[src/design/capture_defs.svh]
// Register offsets, field positions and reset values of the capture timer
`ifndef CAPTURE_DEFS_SVH
`define CAPTURE_DEFS_SVH

`define APB_AW        8
`define ADDR_MODE     8'h00
`define ADDR_CAPCMP   8'h04
`define ADDR_PRESCALE 8'h08
`define ADDR_OUTCTRL  8'h0C
`define ADDR_REG_A    8'h10
`define ADDR_REG_B    8'h14
`define ADDR_COUNT    8'h18
`define ADDR_STATUS   8'h1C

`define MODE_HI       3
`define MODE_LO       2
`define MODE_STOP     2'b00
`define MODE_FREE     2'b01
`define MODE_RESTART  2'b10
`define MODE_CLEAR    2'b11

`define CRC_A_CAP     0
`define CRC_A_SRC     1
`define CRC_B_CAP     2

`define CLK_HI        1
`define CLK_LO        0
`define ES_A_HI       5
`define ES_A_LO       4
`define ES_B_HI       7
`define ES_B_LO       6
`define EDGE_FALL     2'b00
`define EDGE_RISE     2'b01
`define EDGE_BOTH     2'b11

`define TOC_OE        0
`define TOC_TOG       1
`define STAT_WRAP     0

`define DIV_W         9
`define DIV_FAST      9'h001
`define DIV_MID       9'h007
`define DIV_SLOW      9'h1FF
`define DIV_ZERO      9'h000

`define RST_CTRL      8'h00
`define CNT_ZERO      16'h0000
`define CNT_ONE       16'h0001
`define CNT_MAX       16'hFFFF
`define WORD_ZERO     32'h0000_0000

`endif

[src/design/capture_pkg.sv]
// Types shared by the capture timer modules
`include "capture_defs.svh"

package capture_pkg;

  typedef struct packed {
    logic                 psel;
    logic                 penable;
    logic                 pwrite;
    logic [`APB_AW-1:0]   paddr;
    logic [31:0]          pwdata;
  } apb_req_s;

  typedef enum logic [3:0] {
    RUN_STOP    = 4'b0001,
    RUN_FREE    = 4'b0010,
    RUN_RESTART = 4'b0100,
    RUN_CLEAR   = 4'b1000
  } run_e;

  typedef struct packed {
    logic sync1;
    logic sync2;
    logic samp;
    logic lvl;
    logic rise;
    logic fall;
  } filter_s;

  typedef struct packed {
    logic [7:0]          mode;
    logic [7:0]          crc;
    logic [7:0]          pre;
    logic [7:0]          toc;
    logic [15:0]         cnt;
    logic [15:0]         cap_a;
    logic [15:0]         cap_b;
    logic                wrap;
    logic [`DIV_W-1:0]   div;
    logic                out;
    logic                irq_a;
    logic                irq_b;
    logic [31:0]         prdata;
    logic                pready;
    logic                pslverr;
  } core_s;

endpackage

[src/design/pin_edge_filter.sv]
// Pin synchroniser and two-sample noise filter with edge pulses
`timescale 1ns/100ps
`include "capture_defs.svh"

module pin_edge_filter (
  // Clock and reset
  input  wire logic pclk,
  input  wire logic presetn,
  // Count clock strobe
  input  wire logic tick,
  // Pin and filtered edges
  input  wire logic pin,
  output logic      rise,
  output logic      fall
);
  import capture_pkg::*;

  filter_s st_reg;
  filter_s st_next;

  always_comb
  begin
    st_next       = st_reg;
    st_next.sync1 = pin;
    st_next.sync2 = st_reg.sync1;
    st_next.rise  = 1'b0;
    st_next.fall  = 1'b0;
    if (tick)
    begin
      st_next.samp = st_reg.sync2;
      // A short glitch never lasts two samples, so it never moves lvl
      if (st_reg.sync2 == st_reg.samp && st_reg.sync2 != st_reg.lvl)
      begin
        st_next.lvl  = st_reg.sync2;
        st_next.rise = st_reg.sync2;
        st_next.fall = ~st_reg.sync2;
      end
    end
  end

  // Level starts low, so a pin held high at reset yields one rising edge
  always_ff @(posedge pclk or negedge presetn)
  begin
    if (!presetn)
      st_reg <= '0;
    else
      st_reg <= st_next;
  end

  assign rise = st_reg.rise;
  assign fall = st_reg.fall;
endmodule

[src/design/timer_pulse_capture_squarewave.sv]
// Capture, pulse-width and square-wave unit of a 16-bit timer with APB slave
//
// Local design decisions: the register addresses and the APB register port.
`timescale 1ns/100ps
`include "capture_defs.svh"

module timer_pulse_capture_squarewave (
  // Clock and reset
  input  wire logic                  pclk,
  input  wire logic                  presetn,
  // APB slave
  input  wire capture_pkg::apb_req_s apb_req,
  output logic [31:0]                prdata,
  output logic                       pready,
  output logic                       pslverr,
  // Timer pins
  input  wire logic                  timer_in_a,
  input  wire logic                  timer_in_b,
  output logic                       timer_out_pin,
  // Interrupt request pulses
  output logic                       irq_match_a,
  output logic                       irq_capture_b
);
  import capture_pkg::*;

  ////////////////////////////////////////////////////////////////////////////

  core_s              state_reg;
  core_s              state_next;
  run_e               run;
  logic               running;
  logic               tick;
  logic               rise_a;
  logic               fall_a;
  logic               rise_b;
  logic               fall_b;
  logic [1:0]         es_a;
  logic [1:0]         es_b;
  logic               hit_a;
  logic               hit_b;
  logic               opp_a;
  logic               cap_a_evt;
  logic               cap_b_evt;
  logic               match;

  function automatic run_e decode_run(input logic [1:0] code);
    run_e r;
    r = RUN_STOP;
    case (code)
      `MODE_FREE:    r = RUN_FREE;
      `MODE_RESTART: r = RUN_RESTART;
      `MODE_CLEAR:   r = RUN_CLEAR;
      default:       r = RUN_STOP;
    endcase
    return r;
  endfunction

  // Code 10 is never written by software; it is treated as no edge
  function automatic logic edge_hit(input logic [1:0] sel,
                                    input logic       r,
                                    input logic       f);
    logic h;
    h = 1'b0;
    case (sel)
      `EDGE_FALL: h = f;
      `EDGE_RISE: h = r;
      `EDGE_BOTH: h = r | f;
      default:    h = 1'b0;
    endcase
    return h;
  endfunction

  // Edge opposite to the selected one; none when both edges are selected
  function automatic logic opposite_hit(input logic [1:0] sel,
                                        input logic       r,
                                        input logic       f);
    logic h;
    h = 1'b0;
    case (sel)
      `EDGE_FALL: h = r;
      `EDGE_RISE: h = f;
      default:    h = 1'b0;
    endcase
    return h;
  endfunction

  function automatic logic [`DIV_W-1:0] div_reload(input logic [1:0] sel);
    logic [`DIV_W-1:0] d;
    d = `DIV_FAST;
    case (sel)
      2'b01:   d = `DIV_MID;
      2'b10:   d = `DIV_SLOW;
      default: d = `DIV_FAST;
    endcase
    return d;
  endfunction

  function automatic logic is_mapped(input logic [`APB_AW-1:0] a);
    return (a[1:0] == 2'b00) && (a <= `ADDR_STATUS);
  endfunction

  function automatic logic [31:0] read_word(input logic [`APB_AW-1:0] a,
                                            input core_s            s);
    logic [31:0] w;
    w = `WORD_ZERO;
    case (a)
      `ADDR_MODE:     w = {24'h000000, s.mode};
      `ADDR_CAPCMP:   w = {24'h000000, s.crc};
      `ADDR_PRESCALE: w = {24'h000000, s.pre};
      `ADDR_OUTCTRL:  w = {24'h000000, s.toc};
      `ADDR_REG_A:    w = {16'h0000, s.cap_a};
      `ADDR_REG_B:    w = {16'h0000, s.cap_b};
      `ADDR_COUNT:    w = {16'h0000, s.cnt};
      `ADDR_STATUS:   w = {31'h00000000, s.wrap};
      default:        w = `WORD_ZERO;
    endcase
    return w;
  endfunction

  ////////////////////////////////////////////////////////////////////////////
  // Count clock and filtered pin edges

  assign run     = decode_run(state_reg.mode[`MODE_HI:`MODE_LO]);
  assign running = (run != RUN_STOP);
  assign tick    = running && (state_reg.div == `DIV_ZERO);
  assign es_a    = state_reg.pre[`ES_A_HI:`ES_A_LO];
  assign es_b    = state_reg.pre[`ES_B_HI:`ES_B_LO];

  pin_edge_filter u_filter_a (
    .pclk    (pclk),
    .presetn (presetn),
    .tick    (tick),
    .pin     (timer_in_a),
    .rise    (rise_a),
    .fall    (fall_a)
  );

  pin_edge_filter u_filter_b (
    .pclk    (pclk),
    .presetn (presetn),
    .tick    (tick),
    .pin     (timer_in_b),
    .rise    (rise_b),
    .fall    (fall_b)
  );

  ////////////////////////////////////////////////////////////////////////////
  // Capture and match events

  assign hit_a = running && edge_hit(es_a, rise_a, fall_a);
  assign hit_b = (run == RUN_FREE) && edge_hit(es_b, rise_b, fall_b);
  assign opp_a = (run == RUN_FREE || run == RUN_RESTART)
                 && opposite_hit(es_a, rise_a, fall_a);

  // Pin A edge lands in reg B when CRC_B_CAP is set; free and restart modes only
  assign cap_b_evt = hit_a && state_reg.crc[`CRC_B_CAP]
                     && (run == RUN_FREE || run == RUN_RESTART);

  assign cap_a_evt = state_reg.crc[`CRC_A_CAP]
                     && (state_reg.crc[`CRC_A_SRC] ? opp_a : hit_b);

  // Compare match only while reg A acts as compare register
  assign match = tick && (run == RUN_CLEAR) && !state_reg.crc[`CRC_A_CAP]
                 && (state_reg.cnt == state_reg.cap_a);

  ////////////////////////////////////////////////////////////////////////////

  always_comb
  begin
    logic setup;
    logic wr;
    setup = apb_req.psel && !apb_req.penable;
    wr    = apb_req.psel && apb_req.penable && state_reg.pready
            && apb_req.pwrite && !state_reg.pslverr;

    state_next       = state_reg;
    state_next.irq_a = 1'b0;
    state_next.irq_b = 1'b0;

    // Answer is prepared in setup, so access phase never waits
    state_next.pready  = setup;
    state_next.pslverr = setup && !is_mapped(apb_req.paddr);
    state_next.prdata  = (setup && !apb_req.pwrite)
                         ? read_word(apb_req.paddr, state_reg) : `WORD_ZERO;

    if (wr)
    begin
      case (apb_req.paddr)
        `ADDR_MODE:     state_next.mode  = apb_req.pwdata[7:0];
        `ADDR_CAPCMP:   state_next.crc   = apb_req.pwdata[7:0];
        `ADDR_PRESCALE: state_next.pre   = apb_req.pwdata[7:0];
        `ADDR_OUTCTRL:  state_next.toc   = apb_req.pwdata[7:0];
        `ADDR_REG_A:    state_next.cap_a = apb_req.pwdata[15:0];
        `ADDR_REG_B:    state_next.cap_b = apb_req.pwdata[15:0];
        `ADDR_STATUS:
        begin
          if (apb_req.pwdata[`STAT_WRAP])
            state_next.wrap = 1'b0;
        end
        default:        state_next.wrap = state_reg.wrap;
      endcase
    end

    // Prescaler: reload on stop so the first count period is whole
    if (!running || tick)
      state_next.div = div_reload(state_reg.pre[`CLK_HI:`CLK_LO]);
    else
      state_next.div = state_reg.div - `DIV_W'(1);

    // Counter; a wrap set after the software clear, so it wins
    if (!running)
      state_next.cnt = `CNT_ZERO;
    else if (match || (run == RUN_RESTART && hit_a))
      state_next.cnt = `CNT_ZERO;
    else if (tick)
    begin
      state_next.cnt = state_reg.cnt + `CNT_ONE;
      if (state_reg.cnt == `CNT_MAX)
        state_next.wrap = 1'b1;
    end

    // Captures override a software write in the same cycle
    if (cap_b_evt)
    begin
      state_next.cap_b = state_reg.cnt;
      state_next.irq_b = 1'b1;
    end
    if (cap_a_evt)
    begin
      state_next.cap_a = state_reg.cnt;
      state_next.irq_a = 1'b1;
    end
    if (match)
      state_next.irq_a = 1'b1;

    // A zero compare value would toggle every count clock
    if (!state_reg.toc[`TOC_OE])
      state_next.out = 1'b0;
    else if (match && state_reg.toc[`TOC_TOG])
      state_next.out = ~state_reg.out;
  end

  always_ff @(posedge pclk or negedge presetn)
  begin
    if (!presetn)
    begin
      state_reg       <= '0;
      state_reg.mode  <= `RST_CTRL;
      state_reg.crc   <= `RST_CTRL;
      state_reg.pre   <= `RST_CTRL;
      state_reg.toc   <= `RST_CTRL;
      state_reg.div   <= `DIV_FAST;
    end
    else
      state_reg <= state_next;
  end

  assign prdata        = state_reg.prdata;
  assign pready        = state_reg.pready;
  assign pslverr       = state_reg.pslverr;
  assign timer_out_pin = state_reg.out;
  assign irq_match_a   = state_reg.irq_a;
  assign irq_capture_b = state_reg.irq_b;
endmodule

[config.mk]
export PLATFORM = sky130hd
export DESIGN_NAME = timer_pulse_capture_squarewave
export DESIGN_NICKNAME = d
export VERILOG_FILES = /design/src/design/capture_pkg.sv /design/src/design/pin_edge_filter.sv /design/src/design/timer_pulse_capture_squarewave.sv
export VERILOG_INCLUDE_DIRS = /design/src /design/src/design
export SDC_FILE = /design/constraint.sdc
export NUM_CORES = 1
export LEC_CHECK = 0
export CORE_ASPECT_RATIO = 1.25
export CORE_MARGIN = 5
export CORE_UTILIZATION = 25
export DETAILED_ROUTE_END_ITERATION = 16
export DONT_BUFFER_PORTS = 1
export SYNTH_ARGS = -nofsm -noshare
export SYNTH_HDL_FRONTEND = slang
export SYNTH_SLANG_ARGS = --single-unit
[constraint.sdc]
create_clock -name pclk -period 2.9 [get_ports pclk]
set_input_delay 0.29 -clock pclk [delete_from_list [all_inputs] [get_ports pclk]]
set_output_delay 0.29 -clock pclk [all_outputs]
set_load 0.01 [all_outputs]
==> metrics, run 1 <==
# resized after CTS=0; worst setup path class=reg -> reg; max reg flops=86; reg-to-reg endpoint=timer_out_pin$_DFFE_PN0P_; number of fill cells=~2600; Post-route DRC=0; CP Launch Type=register; Die ar.=around 0.029 mm^2; fin nets=636; Synth top area share=between 40% and 50%; reg2reg start=state_reg[37]$_DFF_PN1_; Max VDD drop=roughly 0.44 mV; area grow syn2layout=12.4%; CTS root buf=clkbuf_16; FMAX=~430 MHz; setup TNS=0 ns; Leakage=3.12 nW; Cell variety after synth=59; status=finished, violations left; share of layout cells above drive strength 1=between 10% and 20%; register area=a little over 0.003 mm^2; crit path DAT=roughly 2.6 ns; DP Area=approximately 0.0065 mm^2; Setup crit end kind=register; I/O pin total=84; max_slew headroom=51.9%; initial antenna violation count=0; unrepaired setup endpoints after global routing=false; Worst-Skew Late Latency=0.42 ns; worst hold slack=-0.435 ns; final instance area=around 0.007 mm^2; critical path's top delay family=simple AND/OR/NAND/NOR gates; pwr/cell area=529 mW/mm^2; Die Y=around 190 um; Critical Path Max Stage Delay=0.50 ns; GPL Wtd Cong=0.809; Clock transition at path regs=approximately 0.050 ns; final max-slew violation count=0; Post-DP HPWL=11100 um; M3 GR Usage=under 10%; Util after Layout=about 28%; # hold bufs at CTS=3; grt ovf=0; sequential share of power=46.0%; clock buffer depth=2; Net Sw Power=approximately 800 uW; Syn Area/Cell=approximately 11 um^2; DR vias=around 4400; final worst path period need=~2.3 ns; Critical path buffers and inverters=1; chip width=~150 um; cells after synthesis=roughly 600; met2 Use GR=approximately a fifth; first-pass GRT wire length=25100 um; TritonCTS buffer count=17; Ant. Diodes=0; CP Depth=8; drt wl/cell=about 17 um; setup violators final=0; Synth Warn #=0; Worst Setup EP=timer_out_pin$_DFFE_PN0P_; critical path launch point=state_reg[37]$_DFF_PN1_; GRT Resource Usage Total=between 10% and 20%; starting density of the core=~25%; met1 Track Usage GR=a little over an eighth; Tcrit/Tclk final=roughly four fifths; postcts setup bufs=0; Detailed Route WL=15800 um; top_reg_cell synth=dfrtp_1; H-tree depth=4; Clock Sinks=roughly 120; TritonCTS clock tree=done; Slew @ Worst Pin=between 0.7 and 0.8 ns; combinational share of power=about 1.4%; reg-to-reg slack, setup=around 0.6 ns; Post-synth ARST share=100%; Post-synth EDFFs=0; First DRT Iteration DRCs=about 360; post-synth top area cell=dfrtp_1; failing checks=negative hold slack; worst-path fanout max=8; worst-case reg-to-reg path depth=8; GRT Max-Usage Layer=met2; DRT Pass-1 Iters=5; required time worst endpoint=around 3.2 ns; Pint=between 2 and 3 mW; #FFs+latches synth=123; Seq/Total Area, Yosys=48.6%; Hold WC Path Type=in -> async; Port Buffers=0; Net Sw Frac=between 20% and 30%; area occupied by multi-input gates=approximately 0.0028 mm^2; Clock Skew=a little over 0.01 ns; clock power share=~53%; number of max-cap violations=0; pin count of the biggest net entering global routing=roughly 120; cell row count=65; core footprint=0.0251 mm^2; vias in the first global route=approximately 4400; Final Hold Fails=about 120; post-route ant nets=0; worst-path cell chain=inv_1 -> ha_1 -> or4b_4 -> or2_1 -> nor2_4 -> nand4_1 -> xnor2_1 -> and2_1; Syn Std Cell Area=about 0.0063 mm^2; CP max-delay cell=or4b_4; DR vias/cell=between 4 and 5; ranking of synthesized cells by area=dfrtp_1 (48%), mux2i_1 (6.0%), mux2_2 (4.4%)
[layout by cell type (no fill, tap or decap), drive strengths merged, types with 15 or more instances in the layout]
cell / count
nand2: 50
nor2: 53
xnor2: 25
a21oi: 30
conb: 16
mux2i: 38
a22oi: 15
o21ai: 38
mux2: 33
buf: 22
clkbuf: 23
dfrtp: 122
[how the worst min path moves through the flow]
stage                     cells after the start                         to  slack, ns
after floorplan                               0        es_a[0]$_DFFE_PN0P_     -0.006
after global placement                        0           pready$_DFF_PN0_     -0.003
after detailed placement                      0           pready$_DFF_PN0_     -0.003
after CTS                                     0  state_reg[58]$_DFFE_PN0P_      -0.46
after global routing                          0           pready$_DFF_PN0_      -0.46
final                                         0           pready$_DFF_PN0_      -0.43
[per-layer routing]
layer,wire (um),up-vias
met5,0,-
met4,291,0
met3,1070,18
met2,7960,111
met1,6510,2189
li1,-,2033
[power by group through the flow]
stage	registers, mW	clock network, mW	logic [mW]
CTS	1.73	2.02	0.0514
detailed placement	1.76	0	0.0475
global route	1.73	2.09	0.0564
global placement	1.76	0	0.0469
floorplan	1.76	0	0.0647
finish	1.73	1.98	0.0519
[per-stage QoR]
stage	instances	hold WS [ns]	power (mW)	worst slack, ns
floorplan	612	-0.00559	1.83	0.788
global placement	895	-0.00293	1.81	0.576
detailed placement	895	-0.00322	1.81	0.538
CTS	929	-0.456	3.80	0.568
global route	929	-0.457	3.88	0.396
finish	929	-0.435	3.77	0.595
[cells by family after synthesis]
kind of cell / count (synthesis) / synth area share, %
simple gates: 165 / 13.7
flops: 123 / 48.6
compound gates: 111 / 10.8
buf+inv: 86 / 7.90
mux: 74 / 13.4
xor+xnor: 30 / 4.15
fa+ha+maj: 7 / 1.38
other cells: 1 / 0.0592
[final cells by class]
cell class | count | area share, %
sequential | 123 | 43.3
multi-input combinational | 403 | 39.6
clock buffer | 23 | 6.72
tap | 335 | 5.89
timing repair buffer | 25 | 2.92
clock inverter | 8 | 0.967
inverter | 12 | 0.633
[Yosys cell counts, drive strengths merged (6+ instances only)]
cell type	number
dfrtp	122
nor2	53
nand2	50
buf	49
mux2i	38
o21ai	38
mux2	33
a21oi	30
clkbuf	25
xnor2	25
a22oi	15
nand4	14
inv	12
nand3	12
a31oi	10
a222oi	9
ha	7
nor3	7
and3	6
No activity file was read; power rests on OpenSTA's default activity.
==> inputs of run 2 (changes only) <==
==> constraint.sdc (replaced) <==
create_clock -name pclk -period 2.2 [get_ports pclk]
set_input_delay 0.22 -clock pclk [delete_from_list [all_inputs] [get_ports pclk]]
set_output_delay 0.22 -clock pclk [all_outputs]
set_load 0.01 [all_outputs]
==> run 2 against run 1 <==
  * The flow still finishes with violations (negative hold slack)
  * Sequential power grew 32%
  * First-iteration DRC count fell by 17%
  * Routed wire length rose by 4.1%
  * Worst hold slack worse by 0.073 ns
  * Clock power grew 40%
  * Cell count rose by 4.3%
  * Global-route usage grew 0.57 points
  * Power grew 37%
  * Worst setup slack worse by 0.51 ns
==> metrics, run 2 (same netlist as run 1, synthesis figures left out) <==
pre-CTS WS=-0.0219 ns (was 0.538 ns); number of max-cap violations=0 (unchanged); # hold bufs at CTS=18 (was 3); core footprint=0.0251 mm^2 (unchanged); initial antenna violation count=1 (was 0); worst-path cell chain=inv_1 -> ha_1 -> or4b_4 -> or2_4 -> nor2_4 -> nand4_1 -> xnor2_1 -> and2_1 (was inv_1 -> ha_1 -> or4b_4 -> or2_1 -> nor2_4 -> nand4_1 -> xnor2_1 -> and2_1); First DRT Iteration DRCs=303 (was 363); setup ws final=0.0867 ns (was 0.595 ns); Clock Skew=0.0124 ns (was 0.0102 ns); final max-slew violation count=0 (unchanged); WL met2=8420 um (was 7960 um); pwr/cell area=687 mW/mm^2 (was 529 mW/mm^2); vias in the first global route=4713 (was 4403); first-pass GRT wire length=26600 um (was 25100 um); fin nets=674 (was 636); met3 WL post-DR=1020 um (was 1070 um); Post-route DRC=0 (unchanged); chip width=152 um (unchanged); area grow syn2layout=18.9% (was 12.4%); grt ovf=0 (unchanged); Die Y=188 um (unchanged); critical path's top delay family=simple AND/OR/NAND/NOR gates (unchanged); DR vias=4575 (was 4351); required time worst endpoint=2.51 ns (was 3.20 ns); max reg flops=86 (unchanged); setup violators final=0 (unchanged); Port Buffers=0 (unchanged); status=finished, violations left (unchanged); CP max-delay cell=or4b_4 (unchanged); max layer used=met4 (unchanged); Hold WC Path Type=in -> async (unchanged); pin count of the biggest net entering global routing=124 (unchanged); failing checks=negative hold slack (unchanged); Detailed Route WL=16500 um (was 15800 um); commonest non-fill, non-tap cell in the layout=dfrtp_1 (unchanged); Worst-Skew Late Latency=0.42 ns (about the same); Die ar.=0.0286 mm^2 (unchanged); CTS root buf=clkbuf_16 (unchanged); H-tree depth=4 (unchanged); FMAX=473 MHz (was 434 MHz); final worst path period need=2.11 ns (was 2.30 ns); TritonCTS buffer count=17 (unchanged); cell row count=65 (unchanged); worst hold slack=-0.508 ns (was -0.435 ns); Leakage=3.32 nW (was 3.12 nW); register area=0.00308 mm^2 (unchanged); Clock transition at path regs=0.06 ns (was 0.05 ns); drt wl/cell=17.0 um (about the same); Setup crit end kind=register (unchanged); TritonCTS clock tree=done (unchanged); Power Total=5.17 mW (was 3.77 mW); post-route ant nets=0 (unchanged); Max VDD drop=0.492 mV (was 0.441 mV); reg-to-reg slack, setup=0.09 ns (was 0.60 ns); worst setup path class=reg -> reg (unchanged); DRT Pass-1 Iters=5 (unchanged); setup TNS=0 ns (unchanged); unrepaired setup endpoints after global routing=false (unchanged); Final Hold Fails=123 (unchanged); clock buffer depth=2 (unchanged); I/O pin total=84 (unchanged); Clock Sinks=123 (unchanged); GPL Wtd Cong=0.807 (was 0.809); crit path DAT=2.42 ns (was 2.61 ns); Tcrit/Tclk final=96.1% (was 79.5%); Critical Path Max Stage Delay=0.52 ns (was 0.50 ns); area occupied by multi-input gates=0.00285 mm^2 (was 0.00282 mm^2); worst-path fanout max=5 (was 8); number of fill cells=2553 (was 2563); DR vias/cell=4.72 (was 4.68); share of layout cells above drive strength 1=21.8% (was 17.8%); GRT Resource Usage Total=11.8% (was 11.2%); wl on met1=6720 um (was 6510 um); CP Launch Type=register (unchanged); Post-DP HPWL=11400 um (was 11100 um); starting density of the core=25.2% (unchanged); most frequent cells in the layout=dfrtp_1 (122), nor2_1 (48), nand2_1 (46) (was dfrtp_1 (122), nor2_1 (49), nand2_1 (47)); Critical path buffers and inverters=1 (unchanged)
==> run 2: path summary, 6_finish.rpt <==
check | startpoint | end | depth (start not counted)
setup reg to reg | state_reg[38]$_DFF_PN0_ | timer_out_pin$_DFFE_PN0P_ | 8
hold / removal | presetn | state_reg[98]$_DFFE_PN0P_ | 0
min in group pclk | apb_req[0] | state_reg[47]$_DFFE_PN0P_ | 2
setup / recovery | state_reg[38]$_DFF_PN0_ | timer_out_pin$_DFFE_PN0P_ | 8
hold reg to reg | u_filter_a.st_next[4]$_DFF_PN0_ | u_filter_a.st_reg[4]$_DFF_PN0_ | 0
max in group asynchronous | presetn | state_reg[37]$_DFF_PN1_ | 0
==> run 2: through the flow <==
| stage | util, % | area, um^2 | hold WS [ns] | cells |
|---|---|---|---|---|
| 6_report | 30.0 | 7530 | -0.508 | 969 |
| 5_1_grt | 30.0 | 7530 | -0.524 | 969 |
| 4_1_cts | 29.8 | 7500 | -0.524 | 968 |
| 3_5_place_dp | 26.8 | 6720 | -0.0720 | 918 |
| 3_3_place_gp | 26.8 | 6720 | -0.0730 | 918 |
| 2_1_floorplan | - | 6390 | -0.0756 | 612 |
==> run 2: area by class of cell <==
type	instances	share of cell area [%]
timing repair buffer	63	7.21
sequential	123	40.9
inverter	12	0.598
tap	335	5.56
antenna	1	0.0332
clock inverter	10	1.54
multi-input combinational	403	37.9
clock buffer	22	6.30
==> run 2: worst reg2reg max path: cells and delay by family, from the launching register on <==
family        cells  cell delay (ns)
simple gates      5             1.25
flops             1             0.38
fa+ha+maj         1             0.16
xor+xnor          1             0.15
buf+inv           1             0.07
==> run 2: what timing repair did <==
item                                   in CTS  in global routing
pin swaps                                   0                  3
setup buffers                               0                  0
gates resized for setup                     4                  6
setup endpoints to repair                   6                 16
endpoints found under the hold margin     167                123
==> run 2: report_power, final <==
group          leakage [nW]  switching, mW  internal (mW)  total, mW
sequential             1.53        0.00998           2.28       2.29
combinational          1.50         0.0514         0.0516      0.103
clock                 0.286           1.03           1.75       2.78
==> run 2: routing by layer <==
metal,vias to the layer above,track usage (%)
met3,22,4.13
met4,0,4.15
met1,2301,13.9
li1,2117,-
met2,135,19.9
met5,-,0
